<file path="config.mk">
export PLATFORM = sky130hd
export DESIGN_NAME = line_scan_pcm_multiplexer
export DESIGN_NICKNAME = d
export VERILOG_FILES = /design/src/verilog/line_scan_pcm_multiplexer.v
export VERILOG_INCLUDE_DIRS = /design/src /design/src/verilog
export SDC_FILE = /design/constraint.sdc
export NUM_CORES = 2
export LEC_CHECK = 0
export BUFFER_PORTS_ARGS = -buffer_cell sky130_fd_sc_hd__buf_2
export CAP_MARGIN = 40
export CELL_PAD_IN_SITES_DETAIL_PLACEMENT = 0
export CELL_PAD_IN_SITES_GLOBAL_PLACEMENT = 1
export CORE_AREA = 10 10 552 554
export DETAILED_ROUTE_END_ITERATION = 10
export DIE_AREA = 0 0 562 564
export PLACE_DENSITY = 0.43
export SYNTH_ARGS = -nofsm -noshare
export SYNTH_HDL_FRONTEND = slang
export SYNTH_SLANG_ARGS = --single-unit
</file>
<file path="constraint.sdc">
create_clock -name CLK -period 6.65 [get_ports CLK]
set_input_delay 1.995 -clock CLK [delete_from_list [all_inputs] [get_ports CLK]]
set_output_delay 1.995 -clock CLK [all_outputs]
set_load 0.02 [all_outputs]
</file>
<file path="src/verilog/line_scan_map.vh">
// Shared constants for the line scan PCM multiplexer
`ifndef LINE_SCAN_MAP_VH
`define LINE_SCAN_MAP_VH

// PCM link framing: 32 channels of 10 bits per 125 us frame
`define NUM_CH          32
`define CH_IDX_W        5
`define CH_BITS         10
`define BIT_IDX_W       4
`define BIT_LAST        4'h9
`define CH_LAST         5'h1f
// Channels that may carry control messages toward the line cards
`define CH_CTRL_A       5'h00
`define CH_CTRL_B       5'h10

// Control message toward a line card: card address plus payload
`define CTRL_W          16

// Change-of-state report: card index and new state bit
`define COS_W           6

// Serial link timing, in ns, and the system clock period
`define CLK_PERIOD_NS   20
`define SER_BIT_NS      1000
`define SER_BIT_CYC     ((`SER_BIT_NS + `CLK_PERIOD_NS - 1) / `CLK_PERIOD_NS)
`define SER_DIV_W       8
`define SER_CNT_W       3
// Bits still to follow once the first report bit is on the line
`define SER_LEFT_INIT   3'h5

// Serializer states, one-hot
`define ST_IDLE         2'b01
`define ST_SHIFT        2'b10

`endif

</file>
<file path="src/verilog/line_scan_pcm_multiplexer.v">
// Drawer bus interface card: two scan units, each serving one digroup of 32 line cards
//
// Summary of operation
// - Mux/demux one 32-channel 2.56 Mb/s link.
// - Queue line card messages; release in channels 0/16.
// - Scan 32 cards continuously; report each change.
// - Reports pass output buffer, then serial link.
// - Two identical independent units, 64 cards total.
`include "line_scan_map.vh"
`default_nettype none

// One scan unit: one digroup, one serial report link
module line_scan_unit #(
  parameter CQ_AW   = 2,                       // Control queue address width
  parameter SER_DIV = `SER_BIT_CYC             // Clock cycles per serial bit
) (
  // Clock and reset
  input  wire                          CLK,
  input  wire                          RESET_N,
  // PCM link, one bit per strobe
  input  wire                          PCM_BIT_STB,
  input  wire                          PCM_FSYNC,
  input  wire                          PCM_RX_DATA,
  output reg                           PCM_TX_DATA,
  // Line card buses, one 10-bit channel word per card
  output reg  [`NUM_CH*`CH_BITS-1:0]   LINE_RX_DATA,
  input  wire [`NUM_CH*`CH_BITS-1:0]   LINE_TX_DATA,
  input  wire [`NUM_CH-1:0]            LINE_STATE,
  // Control messages toward the line cards
  input  wire                          CTRL_IN_VALID,
  output wire                          CTRL_IN_READY,
  input  wire [`CTRL_W-1:0]            CTRL_IN_DATA,
  output reg                           LINE_MSG_VALID,
  output reg  [`CTRL_W-1:0]            LINE_MSG_DATA,
  // Serial report link to the shelf processor
  input  wire                          SER_HOLD,
  output reg                           SER_FRAME,
  output reg                           SER_DATA
);
  localparam CQ_DEPTH = 1 << CQ_AW;            // Control queue depth
  // Control slot test, used only to time message release
  function is_ctrl_ch;
    input [`CH_IDX_W-1:0] ch;
    begin
      is_ctrl_ch = (ch == `CH_CTRL_A) || (ch == `CH_CTRL_B);
    end
  endfunction
  // PCM framing state
  reg  [`BIT_IDX_W-1:0] bit_reg;               // Bit position in channel
  reg  [`CH_IDX_W-1:0]  ch_reg;                // Current channel
  reg  [`CH_BITS-1:0]   rx_shift_reg;          // Incoming channel word
  wire [`BIT_IDX_W-1:0] bit_cur;               // Bit position, frame sync applied
  wire [`CH_IDX_W-1:0]  ch_cur;                // Channel, frame sync applied
  wire [`CH_BITS-1:0]   rx_word;               // Word completed by this bit
  wire [`CH_BITS-1:0]   tx_word;               // Outgoing word of current channel
  wire                  word_done;             // Last bit of a channel taken
  // Frame sync forces the count back to channel 0, bit 0
  assign bit_cur   = PCM_FSYNC ? {`BIT_IDX_W{1'b0}} : bit_reg;
  assign ch_cur    = PCM_FSYNC ? {`CH_IDX_W{1'b0}} : ch_reg;
  assign rx_word   = {rx_shift_reg[`CH_BITS-2:0], PCM_RX_DATA};
  assign tx_word   = LINE_TX_DATA[ch_cur*`CH_BITS +: `CH_BITS];
  assign word_done = PCM_BIT_STB && (bit_cur == `BIT_LAST);
  // Bit and channel counters, demux into the line card buses
  always @(posedge CLK or negedge RESET_N) begin
    if (!RESET_N) begin
      bit_reg      <= {`BIT_IDX_W{1'b0}};
      ch_reg       <= {`CH_IDX_W{1'b0}};
      rx_shift_reg <= {`CH_BITS{1'b0}};
      LINE_RX_DATA <= {(`NUM_CH*`CH_BITS){1'b0}};
      PCM_TX_DATA  <= 1'b0;
    end else if (PCM_BIT_STB) begin
      rx_shift_reg <= rx_word;
      // Mux: drive the bit of this card's word, MSB first
      PCM_TX_DATA  <= tx_word[`BIT_LAST - bit_cur];
      if (bit_cur == `BIT_LAST) begin
        bit_reg <= {`BIT_IDX_W{1'b0}};
        // Channel count wraps after 32 channels
        ch_reg  <= ch_cur + {{(`CH_IDX_W-1){1'b0}}, 1'b1};
        // Demux: whole word lands on its own card's bus
        LINE_RX_DATA[ch_cur*`CH_BITS +: `CH_BITS] <= rx_word;
      end else begin
        bit_reg <= bit_cur + {{(`BIT_IDX_W-1){1'b0}}, 1'b1};
        ch_reg  <= ch_cur;
      end
    end
  end
  // Control message queue toward the line cards
  reg  [`CTRL_W-1:0] cq_mem [0:CQ_DEPTH-1];    // Stored messages
  reg  [CQ_AW-1:0]   cq_wr_reg;                // Write pointer
  reg  [CQ_AW-1:0]   cq_rd_reg;                // Read pointer
  reg  [CQ_AW:0]     cq_cnt_reg;               // Occupancy
  wire               cq_push;                  // Message accepted
  wire               cq_pop;                   // Message released in a slot
  assign CTRL_IN_READY = (cq_cnt_reg != CQ_DEPTH[CQ_AW:0]);
  assign cq_push       = CTRL_IN_VALID && CTRL_IN_READY;
  // Held until a channel 0 or 16 slot closes
  assign cq_pop        = word_done && is_ctrl_ch(ch_cur) && (cq_cnt_reg != 0);
  // Queue storage; memory has no reset, pointers guard it
  always @(posedge CLK) begin
    if (cq_push) begin
      cq_mem[cq_wr_reg] <= CTRL_IN_DATA;
    end
  end
  // Queue pointers and release toward the cards
  always @(posedge CLK or negedge RESET_N) begin
    if (!RESET_N) begin
      cq_wr_reg      <= {CQ_AW{1'b0}};
      cq_rd_reg      <= {CQ_AW{1'b0}};
      cq_cnt_reg     <= {(CQ_AW+1){1'b0}};
      LINE_MSG_VALID <= 1'b0;
      LINE_MSG_DATA  <= {`CTRL_W{1'b0}};
    end else begin
      LINE_MSG_VALID <= cq_pop;
      cq_wr_reg      <= cq_wr_reg + {{(CQ_AW-1){1'b0}}, cq_push};
      if (cq_pop) begin
        LINE_MSG_DATA <= cq_mem[cq_rd_reg];
        cq_rd_reg     <= cq_rd_reg + {{(CQ_AW-1){1'b0}}, 1'b1};
      end
      // Simultaneous push and pop cancel, so the count never drifts
      cq_cnt_reg     <= cq_cnt_reg + {{CQ_AW{1'b0}}, cq_push} - {{CQ_AW{1'b0}}, cq_pop};
    end
  end
  // Change-of-state scanner
  reg  [`CH_IDX_W-1:0] scan_reg;               // Card under scan
  reg  [`NUM_CH-1:0]   known_reg;              // Last reported state per card
  wire                 scan_cur;               // Live state of scanned card
  wire                 scan_change;            // Differs from last report
  wire                 buf_in_ready;           // Output buffer has room
  wire [`COS_W-1:0]    scan_msg;               // Report: index and new state
  assign scan_cur    = LINE_STATE[scan_reg];
  assign scan_change = (scan_cur != known_reg[scan_reg]);
  assign scan_msg    = {scan_reg, scan_cur};
  // Scan pointer stops on an unreported change while the buffer is full,
  // so the change is kept in known_reg's mismatch rather than dropped
  always @(posedge CLK or negedge RESET_N) begin
    if (!RESET_N) begin
      scan_reg  <= {`CH_IDX_W{1'b0}};
      known_reg <= {`NUM_CH{1'b0}};
    end else if (!scan_change || buf_in_ready) begin
      // Wraps over all 32 cards forever
      scan_reg <= scan_reg + {{(`CH_IDX_W-1){1'b0}}, 1'b1};
      if (scan_change) begin
        known_reg[scan_reg] <= scan_cur;
      end
    end
  end
  // Two-entry output buffer between scanner and serial link
  reg  [`COS_W-1:0] ob_mem [0:1];              // Buffered reports
  reg               ob_wr_reg;                 // Write slot
  reg               ob_rd_reg;                 // Read slot
  reg  [1:0]        ob_cnt_reg;                // Occupancy, 0 to 2
  wire              ob_push;                   // Report enters
  wire              ob_pop;                    // Serializer takes one
  wire              ob_valid;                  // Report available
  assign buf_in_ready = (ob_cnt_reg != 2'h2);
  assign ob_valid     = (ob_cnt_reg != 2'h0);
  assign ob_push      = scan_change && buf_in_ready;
  // Buffer storage
  always @(posedge CLK) begin
    if (ob_push) begin
      ob_mem[ob_wr_reg] <= scan_msg;
    end
  end
  // Buffer pointers
  always @(posedge CLK or negedge RESET_N) begin
    if (!RESET_N) begin
      ob_wr_reg  <= 1'b0;
      ob_rd_reg  <= 1'b0;
      ob_cnt_reg <= 2'h0;
    end else begin
      // Each slot pointer flips on its own transfer; push and pop together cancel
      ob_wr_reg  <= ob_wr_reg ^ ob_push;
      ob_rd_reg  <= ob_rd_reg ^ ob_pop;
      ob_cnt_reg <= ob_cnt_reg + {1'b0, ob_push} - {1'b0, ob_pop};
    end
  end
  // Serial report link: frame high while 6 bits go out MSB first
  reg  [1:0]            st_reg;                // Serializer state
  reg  [`COS_W-1:0]     ser_shift_reg;         // Bits still to send
  reg  [`SER_CNT_W-1:0] ser_left_reg;          // Bits remaining in frame
  reg  [`SER_DIV_W-1:0] ser_div_reg;           // Bit period divider
  wire                  ser_tick;              // End of one bit period
  // Hold from the processor only delays the next frame, never cuts one
  assign ob_pop   = (st_reg == `ST_IDLE) && ob_valid && !SER_HOLD;
  assign ser_tick = (ser_div_reg == SER_DIV[`SER_DIV_W-1:0] - 8'h01);
  // Serializer state machine
  always @(posedge CLK or negedge RESET_N) begin
    if (!RESET_N) begin
      st_reg        <= `ST_IDLE;
      ser_shift_reg <= {`COS_W{1'b0}};
      ser_left_reg  <= {`SER_CNT_W{1'b0}};
      ser_div_reg   <= {`SER_DIV_W{1'b0}};
      SER_FRAME     <= 1'b0;
      SER_DATA      <= 1'b0;
    end else begin
      case (st_reg)
        `ST_IDLE: begin
          ser_div_reg <= {`SER_DIV_W{1'b0}};
          if (ob_pop) begin
            // First bit appears together with the frame
            SER_FRAME     <= 1'b1;
            SER_DATA      <= ob_mem[ob_rd_reg][`COS_W-1];
            ser_shift_reg <= {ob_mem[ob_rd_reg][`COS_W-2:0], 1'b0};
            ser_left_reg  <= `SER_LEFT_INIT;
            st_reg        <= `ST_SHIFT;
          end
        end
        `ST_SHIFT: begin
          if (ser_tick) begin
            ser_div_reg <= {`SER_DIV_W{1'b0}};
            if (ser_left_reg == {`SER_CNT_W{1'b0}}) begin
              // Frame over after the last bit period
              SER_FRAME <= 1'b0;
              SER_DATA  <= 1'b0;
              st_reg    <= `ST_IDLE;
            end else begin
              SER_DATA      <= ser_shift_reg[`COS_W-1];
              ser_shift_reg <= {ser_shift_reg[`COS_W-2:0], 1'b0};
              ser_left_reg  <= ser_left_reg - 3'h1;
            end
          end else begin
            ser_div_reg <= ser_div_reg + 8'h01;
          end
        end
        default: begin
          // Illegal code: back to idle without a frame
          st_reg    <= `ST_IDLE;
          SER_FRAME <= 1'b0;
          SER_DATA  <= 1'b0;
        end
      endcase
    end
  end
endmodule

// Top: two independent scan units, unit 0 on the low port slices
module line_scan_pcm_multiplexer #(
  parameter CQ_AW   = 2,                       // Control queue address width
  parameter SER_DIV = `SER_BIT_CYC             // Clock cycles per serial bit
) (
  // Clock and reset
  input  wire                            CLK,
  input  wire                            RESET_N,
  // PCM links, one per digroup
  input  wire [1:0]                      PCM_BIT_STB,
  input  wire [1:0]                      PCM_FSYNC,
  input  wire [1:0]                      PCM_RX_DATA,
  output wire [1:0]                      PCM_TX_DATA,
  // Line card buses, 64 cards
  output wire [2*`NUM_CH*`CH_BITS-1:0]   LINE_RX_DATA,
  input  wire [2*`NUM_CH*`CH_BITS-1:0]   LINE_TX_DATA,
  input  wire [2*`NUM_CH-1:0]            LINE_STATE,
  // Control messages toward the line cards
  input  wire [1:0]                      CTRL_IN_VALID,
  output wire [1:0]                      CTRL_IN_READY,
  input  wire [2*`CTRL_W-1:0]            CTRL_IN_DATA,
  output wire [1:0]                      LINE_MSG_VALID,
  output wire [2*`CTRL_W-1:0]            LINE_MSG_DATA,
  // Serial report links
  input  wire [1:0]                      SER_HOLD,
  output wire [1:0]                      SER_FRAME,
  output wire [1:0]                      SER_DATA
);
  genvar u;
  // Each unit sees only its own digroup and subgroup
  generate
    for (u = 0; u < 2; u = u + 1) begin : g_unit
      line_scan_unit #(
        .CQ_AW   (CQ_AW),
        .SER_DIV (SER_DIV)
      ) u_scan (
        .CLK            (CLK),
        .RESET_N        (RESET_N),
        .PCM_BIT_STB    (PCM_BIT_STB[u]),
        .PCM_FSYNC      (PCM_FSYNC[u]),
        .PCM_RX_DATA    (PCM_RX_DATA[u]),
        .PCM_TX_DATA    (PCM_TX_DATA[u]),
        .LINE_RX_DATA   (LINE_RX_DATA[u*`NUM_CH*`CH_BITS +: `NUM_CH*`CH_BITS]),
        .LINE_TX_DATA   (LINE_TX_DATA[u*`NUM_CH*`CH_BITS +: `NUM_CH*`CH_BITS]),
        .LINE_STATE     (LINE_STATE[u*`NUM_CH +: `NUM_CH]),
        .CTRL_IN_VALID  (CTRL_IN_VALID[u]),
        .CTRL_IN_READY  (CTRL_IN_READY[u]),
        .CTRL_IN_DATA   (CTRL_IN_DATA[u*`CTRL_W +: `CTRL_W]),
        .LINE_MSG_VALID (LINE_MSG_VALID[u]),
        .LINE_MSG_DATA  (LINE_MSG_DATA[u*`CTRL_W +: `CTRL_W]),
        .SER_HOLD       (SER_HOLD[u]),
        .SER_FRAME      (SER_FRAME[u]),
        .SER_DATA       (SER_DATA[u])
      );
    end
  endgenerate
endmodule

`default_nettype wire

</file>
======== Word level (Yosys, flattened, before mapping) ========
Memory sizes are Yosys's and may differ from the RTL's. A register that Yosys moved wholly into a read port is not among the register bits.
Cells that the tools add are included.
cells by class
  divide/modulo/power cells ............... 0
  bitwise gates (word level) .............. 4
  shifts and indexed selects .............. 6
  eq/ne operators ......................... 24
  mux-type cells .......................... 80
  $mul .................................... 2
  add/sub/neg operators ................... 26
  reduce and logical (&&, ||, !) cells .... 46
  $lt $le $gt $ge ......................... 6
operators by type and width
  kind                                                      number
  bitwise mux 320 bit                                       2
  variable shift 10 x 34 -> 320 bit (first input constant)  2
  indexed part select 10 x 34 -> 320 bit                    2
  indexed part select 320 x 10 -> 10 bit                    2
  negation 9 -> 34 bit                                      2
  bitwise mux 32 bit                                        2
  2-to-1 mux 6 bit                                          6
  one-hot mux 8 bit (2 select lines)                        2
  2-to-1 mux 1 bit                                          28
  one-hot mux 6 bit (2 select lines)                        2
  adder 5 x 1 -> 5 bit (second input constant)              4
  binary-select mux 1 bit (select 5 bit)                    4
  2-to-1 mux 5 bit                                          4
  2-to-1 mux 3 bit                                          6
  adder 8 x 1 -> 8 bit (second input constant)              2
  == test 8 x 6 -> 1 bit (second input constant)            2
  logical AND 1 bit                                         16
  multiplier 5 x 3 -> 8 bit (second input constant)         2
  2-to-1 mux 4 bit                                          4
  2-to-1 mux 8 bit                                          2
  < comparator 5 x 6 -> 1 bit (second input constant)       2
  2-to-1 mux 2 bit                                          6
  != test 2 x 1 -> 1 bit (second input constant)            6
  one-hot mux 3 bit (2 select lines)                        2
  other kinds (31)                                          82
storage, ports and cells
  memories ................................ 4
  latch bits .............................. 0
  memory bits (writable) .................. 152
  bits in registers ....................... 818
  bits in read-only memories .............. 0
  output and inout bits ................... 682
memory list
  memory                   depth  width  read ports  clocked after Yosys merged registers in  wr ports  line                             source
  g_unit[0].u_scan.cq_mem  4      16     1           1                                        1         line_scan_pcm_multiplexer.v:88   reg [`CTRL_W-1:0] cq_mem [0:CQ_DEPTH-1];
  g_unit[1].u_scan.cq_mem  4      16     1           1                                        1         line_scan_pcm_multiplexer.v:88
  g_unit[0].u_scan.ob_mem  2      6      1           0                                        1         line_scan_pcm_multiplexer.v:148  reg [`COS_W-1:0] ob_mem [0:1];
  g_unit[1].u_scan.ob_mem  2      6      1           0                                        1         line_scan_pcm_multiplexer.v:148

======== Longest topological paths before layout ========
  depth after elaboration ................. 6
  mapped depth ............................ 23
  gate-level depth less buffers ........... 15

======== Modules after synthesis ========
Synthesis repeated with hierarchy kept, for this count alone.
unflattened totals
  cell total of the unflattened synthesis .. 4521
  area, all modules ....................... 51176.6 µm²
by module, submodules not included
  module                             instances  area each (µm²)  cells each  sequential area each (µm²)
  line_scan_unit (g_unit[1].u_scan)  1          25624.6          2268        12868.6
  line_scan_unit (g_unit[0].u_scan)  1          25552.0          2253        12868.6

======== Worst setup path before layout ========
OpenSTA, ideal clock, no wires.
  path type ............................... input to register
  start ................................... in PCM_FSYNC[1]
  end ..................................... reg g_unit[1].u_scan.LINE_RX_DATA[6]
  cell stages on the path ................. 23
  required time ........................... 6527 ps
  data arrival time ....................... 6564 ps
  slack ................................... -37 ps
  library setup time ...................... 123 ps
  cell sequence ........................... buf_2 nor2b_1 buf_2 buf_2 buf_2 buf_4 buf_2 buf_2 ha_1 ha_1 inv_1 fa_1 clkbuf_1 xnor2_1 nor3_1 ha_1 nor3_1 and3_1 and4_1 clkbuf_1 o2111ai_1 a21oi_1 nor3_1
on the way
  longest elaborated chain between the ends .. 5
  elaborated cells on any way between the ends .. 9
  those cells by class .................... 1 x add/sub; 1 x mul; 1 x eq/ne; 2 x shift; 3 x mux; 1 x reduce/logical
ends and longest elaborated chain
  element                                                                                             line                             source
  start: declaration                                                                                  line_scan_pcm_multiplexer.v:246  input wire [1:0] PCM_FSYNC,
  2-to-1 mux 5 bit                                                                                    line_scan_pcm_multiplexer.v:59   assign ch_cur = PCM_FSYNC ? {`CH_IDX_W{1'b0}} : ch_reg;
  multiplier 5 x 3 -> 8 bit (no source line)                                                          --
  negation 9 -> 34 bit                                                                                line_scan_pcm_multiplexer.v:80   LINE_RX_DATA[ch_cur*`CH_BITS +: `CH_BITS] <= rx_word;
  indexed part select 10 x 34 -> 320 bit / variable shift 10 x 34 -> 320 bit (equally long branches)  line_scan_pcm_multiplexer.v:80
  bitwise mux 320 bit                                                                                 line_scan_pcm_multiplexer.v:80
  end signal: assignment                                                                              line_scan_pcm_multiplexer.v:69   LINE_RX_DATA <= {(`NUM_CH*`CH_BITS){1'b0}};
  end signal: indexed assignment                                                                      line_scan_pcm_multiplexer.v:80
  end: declaration                                                                                    line_scan_pcm_multiplexer.v:26   output reg [`NUM_CH*`CH_BITS-1:0] LINE_RX_DATA,
Several ways; a longest one is shown, not always the timed one.
A chain may end at the register's enable or synchronous reset.

======== Worst setup path after layout ========
  start ................................... in PCM_FSYNC[0]
  end ..................................... reg g_unit[0].u_scan.LINE_RX_DATA[220]
on the way
  longest elaborated chain between the ends .. 5
  elaborated cells on any way between the ends .. 9
  those cells by class .................... 1 x add/sub; 1 x mul; 1 x eq/ne; 2 x shift; 3 x mux; 1 x reduce/logical
ends and longest elaborated chain
  element                                                                                             line
  2-to-1 mux 5 bit                                                                                    line_scan_pcm_multiplexer.v:59
  multiplier 5 x 3 -> 8 bit (no source line)                                                          --
  negation 9 -> 34 bit                                                                                line_scan_pcm_multiplexer.v:80
  indexed part select 10 x 34 -> 320 bit / variable shift 10 x 34 -> 320 bit (equally long branches)  line_scan_pcm_multiplexer.v:80
  bitwise mux 320 bit                                                                                 line_scan_pcm_multiplexer.v:80
  end signal: assignment                                                                              line_scan_pcm_multiplexer.v:69
  end signal: indexed assignment                                                                      line_scan_pcm_multiplexer.v:80
  end: declaration                                                                                    line_scan_pcm_multiplexer.v:26
Several ways; a longest one is shown, not always the timed one.

==> results <==
- The combinational group share of total power is 26.7%.
- Once the clock tree was built, the resizer swapped 0 gates to a different size.
- During placement, the flow inserted port buffers numbering 1429.
- The post-placement worst setup slack is 0.126 ns.
- The combined area of all synthesized cells is 51600 um2.
- The final RePlAce weighted congestion is 0.875.
- The post-layout instance count excluding filler cells is 10000.
- The TritonCTS clock tree is yes.
- The initial cell density of the core is 17.6%.
- The detailed router's first-iteration violation count is 2591.
- The insertion delay of the later-clocked pin in the worst-skew pair is 0.82 ns.
- Summed over all nets, the switching power comes to 7.12 mW.
- The floorplan has 199 rows.
- The number of design rule violations left after detail routing is 0.
- The chip height is 564 um.
- The sequential cell area fraction in the yosys report is 49.9%.
- Global routing used 17.0% of the available tracks.
- The detailed placement HPWL is 227 mm.
- The layout has 31800 filler cells.
- Sequential cells account for 36.2% of the total power.
- The count of endpoints failing hold in the final timing report is 0.
- At the pin with the least slew margin, the transition time is 0.935 ns.
- The max-slew violation count is 0.
- In this run the power density over the cells is 300 nW/um2.
- The via-per-instance ratio is 4.36.
- The relative slew slack is 37.2%.
- After detailed routing, the average wire length per cell comes to 28.4 um.
- After clock tree synthesis, the flow added hold-fix buffers numbering 0.
- In the synthesized netlist, the number of instances is 4537.
- Setup repair after global routing left no endpoint under its margin.
- The number of instances in the placed design is 9782.
- By count the netlist is led by dfrtp_1, mux2_2, nand2_1, nor2_1, clkbuf_1.
- The Yosys warning count is 0.
- Summing over every cut layer, the via total after detailed routing is 43800.
- The number of flip-flops in the largest register is 640.
- 1430 I/O pins were placed.
- Among all flip-flop cells after synthesis, the most frequent one is dfrtp_1.
- The clock net sink count is 998.
- Entering global routing, the biggest net connects 113 pins.
- The worst hold path begins at g_unit[1].u_scan.ser_left_reg[1].
- The total wirelength of the detailed-routed design is 285 mm.
- Setup violations remaining at the end of the flow were counted as 0.
- The worst register-to-register path begins at g_unit[0].u_scan.ch_reg[0].
- The number of detailed-route iterations in the first pass is 7.
- The final global-route overflow total is 0.
- The proportion of netlist area held by the largest area contributor is 41.0%.
- The number of global-route vias before repair was 45800.
- By area the synthesized netlist is led by dfrtp_1, mux2_2, edfxtp_1.
- In the post-route analysis, the smallest setup slack over all paths is 0.853 ns.
- The kind of launch point of the worst setup path is a primary input.
- The synthesized net count is 5340.
- The slack of the worst reg-to-reg path is 1.36 ns.
- The clock-pin slew on the worst setup and hold paths is 0.05 ns.
- The die footprint is 317000 um2.
- The run finished with clean final reports.
- The worst endpoint data arrival time is 6.46 ns.
- The total leakage power is 32.4 nW.
- The total chip power is 20.7 mW.
- The number of antenna violations at the first check in global routing is 54.
- The type of the worst setup path is in -> reg.
- In this run the horizontal extent of the chip is 562 um.
- The endpoint of the most critical register-to-register path is g_unit[0].u_scan.LINE_RX_DATA[220].
- The global-route wire length before repair is 388 mm.
- Buffers added to address setup during post-CTS repair amount to 0.
- The fraction of final layout cells with drive strength greater than 1 is 45.8%.
- The post-route minimum period is 5.80 ns.
- Across the VDD grid, the largest voltage drop is 0.000210 V.
- The net total in the final layout is 6807.
- The most used standard cell by instance count after synthesis is dfrtp_1.
- Counting flops with a built-in enable in the synthesized netlist gives 152.
- The async set-reset flop share out of synthesis is 84.8%.
- The worst hold path was traced through 2 stages.
- The worst endpoint required time is 7.31 ns.
- After routing, the total negative slack on setup checks comes to 0 ns.
- The max capacitance violation total is 0.
- The fraction of the cycle the final worst path needs is 87.2%.
- The library cell with the largest summed area after synthesis is dfrtp_1.
- Counting flops and latches in the post-synthesis netlist gives 998.
- The internal power is 13.5 mW.
- The area added between synthesis and finish is 33.5%.
- The average cell area after synthesis is 11.4 um2.
- The tree is rooted in a clkbuf_16.
- The end of the worst hold path is g_unit[1].u_scan.ser_left_reg[1].
- The clock passes through at most 4 buffers.
- The area of the core is 293000 um2.
- The switching share of power is 34.5%.
- The number of cells on the worst reg-to-reg path is 15.
- The worst setup skew after layout is 0.0388 ns.
- The synthesized netlist contains 104 unique library cells.
- The H-tree level count is 4.
- Counting the buffers created by CTS gives 139.
- In this run the worst path has a maximum fanout of 18.
- The class of the tightest hold or removal check is reg -> reg.
- Per report_power, the clock group accounts for 37.0% of the total.
- The category of the worst setup path capture point is a register.
- The fmax is 173 MHz.
- The count of nets left with antenna violations once routing finished came out at 0.
-- cell usage in the layout, fill, tap and decap left out, types with 12 or more instances in the layout --
| cell type | count |
|---|---|
| nor2_1 | 282 |
| xor2_1 | 15 |
| o21ai_0 | 114 |
| a2111oi_0 | 18 |
| nand2_1 | 542 |
| nand4_1 | 33 |
| ha_1 | 51 |
| o31ai_1 | 22 |
| buf_2 | 1428 |
| a22oi_1 | 29 |
| and2_1 | 44 |
| nor3_1 | 66 |
| diode_2 | 15 |
| and3_1 | 33 |
| nor4_1 | 12 |
| clkinvlp_4 | 12 |
| dfrtp_1 | 839 |
| nor2b_1 | 54 |
| mux2_2 | 770 |
| xnor2_1 | 38 |
| mux2i_1 | 152 |
| clkbuf_16 | 141 |
| a31oi_1 | 69 |
| clkbuf_1 | 26 |
| a211oi_1 | 53 |
| a21oi_1 | 137 |
| mux4_2 | 66 |
| o22ai_1 | 96 |
| a221oi_1 | 14 |
| clkbuf_8 | 20 |
| or3_1 | 25 |
| inv_1 | 83 |
| or2_2 | 22 |
| buf_4 | 177 |
| nand3_1 | 125 |
| edfxtp_1 | 152 |
| a32oi_1 | 12 |
| clkinv_2 | 17 |
| nand2b_1 | 25 |
-- kinds of logic after synthesis --
| logic type | share of synthesized area [%] |
|---|---|
| flip-flops | 49.9 |
| adder cells (fa/ha/maj) | 1.39 |
| XOR/XNOR | 1.41 |
| AND/OR/NAND/NOR | 12.2 |
| AO/OA/AOI/OAI | 9.01 |
| buffers and inverters | 3.22 |
| multiplexers | 22.8 |
-- per-layer routing --
metal / share of wire (%) / up-vias / global-route usage [%]
li1: - / 19500 / -
met4: 3.2 / 12 / 5.20
met3: 6.3 / 330 / 4.19
met1: 42 / 22500 / 21.1
met2: 49 / 1493 / 29.1
met5: 0.026 / - / 0
-- final cells by class --
cell class | instances | area (um2) | area share (%)
sequential | 998 | 25700 | 37.4
multi-input combinational | 3151 | 24300 | 35.3
timing repair buffer | 1626 | 8860 | 12.9
tap | 3919 | 4900 | 7.13
clock buffer | 187 | 3900 | 5.67
clock inverter | 57 | 709 | 1.03
inverter | 88 | 332 | 0.482
antenna | 15 | 37.5 | 0.0546
-- worst max-delay path by stage --
stage | slack (ns) | startpoint | end | cells after the start
global placement | 0.14 | PCM_FSYNC[0] | g_unit[0].u_scan.LINE_RX_DATA[221] | 15
finish | 0.85 | PCM_FSYNC[0] | g_unit[0].u_scan.LINE_RX_DATA[220] | 16
global route | 0.58 | PCM_FSYNC[0] | g_unit[0].u_scan.LINE_RX_DATA[118] | 18
floorplan | 0.05 | PCM_FSYNC[1] | g_unit[1].u_scan.LINE_RX_DATA[74] | 23
CTS | 0.95 | PCM_FSYNC[0] | g_unit[0].u_scan.LINE_RX_DATA[220] | 16
detailed placement | 0.13 | PCM_FSYNC[0] | g_unit[0].u_scan.LINE_RX_DATA[220] | 16
-- power groups by stage --
stage               clock [mW]  combinational (mW)  sequential, mW
floorplan                    0                3.40            7.37
global route              8.16                6.03            7.59
global placement             0                5.45            7.64
finish                    7.65                5.52            7.48
CTS                       7.94                5.64            7.50
detailed placement           0                5.62            7.61
-- per-stage QoR --
| step | instance area [um2] | hold WS, ns | utilization [%] |
|---|---|---|---|
| 2_1_floorplan | 51600 | 0.440 | - |
| 3_3_place_gp | 63900 | 0.466 | 21.8 |
| 3_5_place_dp | 64200 | 0.471 | 21.9 |
| 4_1_cts | 68800 | 0.484 | 23.4 |
| 5_1_grt | 68800 | 0.501 | 23.5 |
| 6_report | 68800 | 0.482 | 23.5 |
-- worst max-delay path: stages --
cell and delay, ns:
buf_2 0.13, buf_4 0.20, nor2_1 0.12, ha_1 0.18, inv_1 0.06, fa_1 0.65
nor2b_1 0.26, o21ai_0 0.27, nor2_1 0.24, ha_1 0.18, and3_1 0.25, nand4_1 0.35
buf_4 0.35, or3_1 0.52, nor2_1 0.31, mux2_2 0.37
Note: power is estimated with default switching activity, not from simulation.
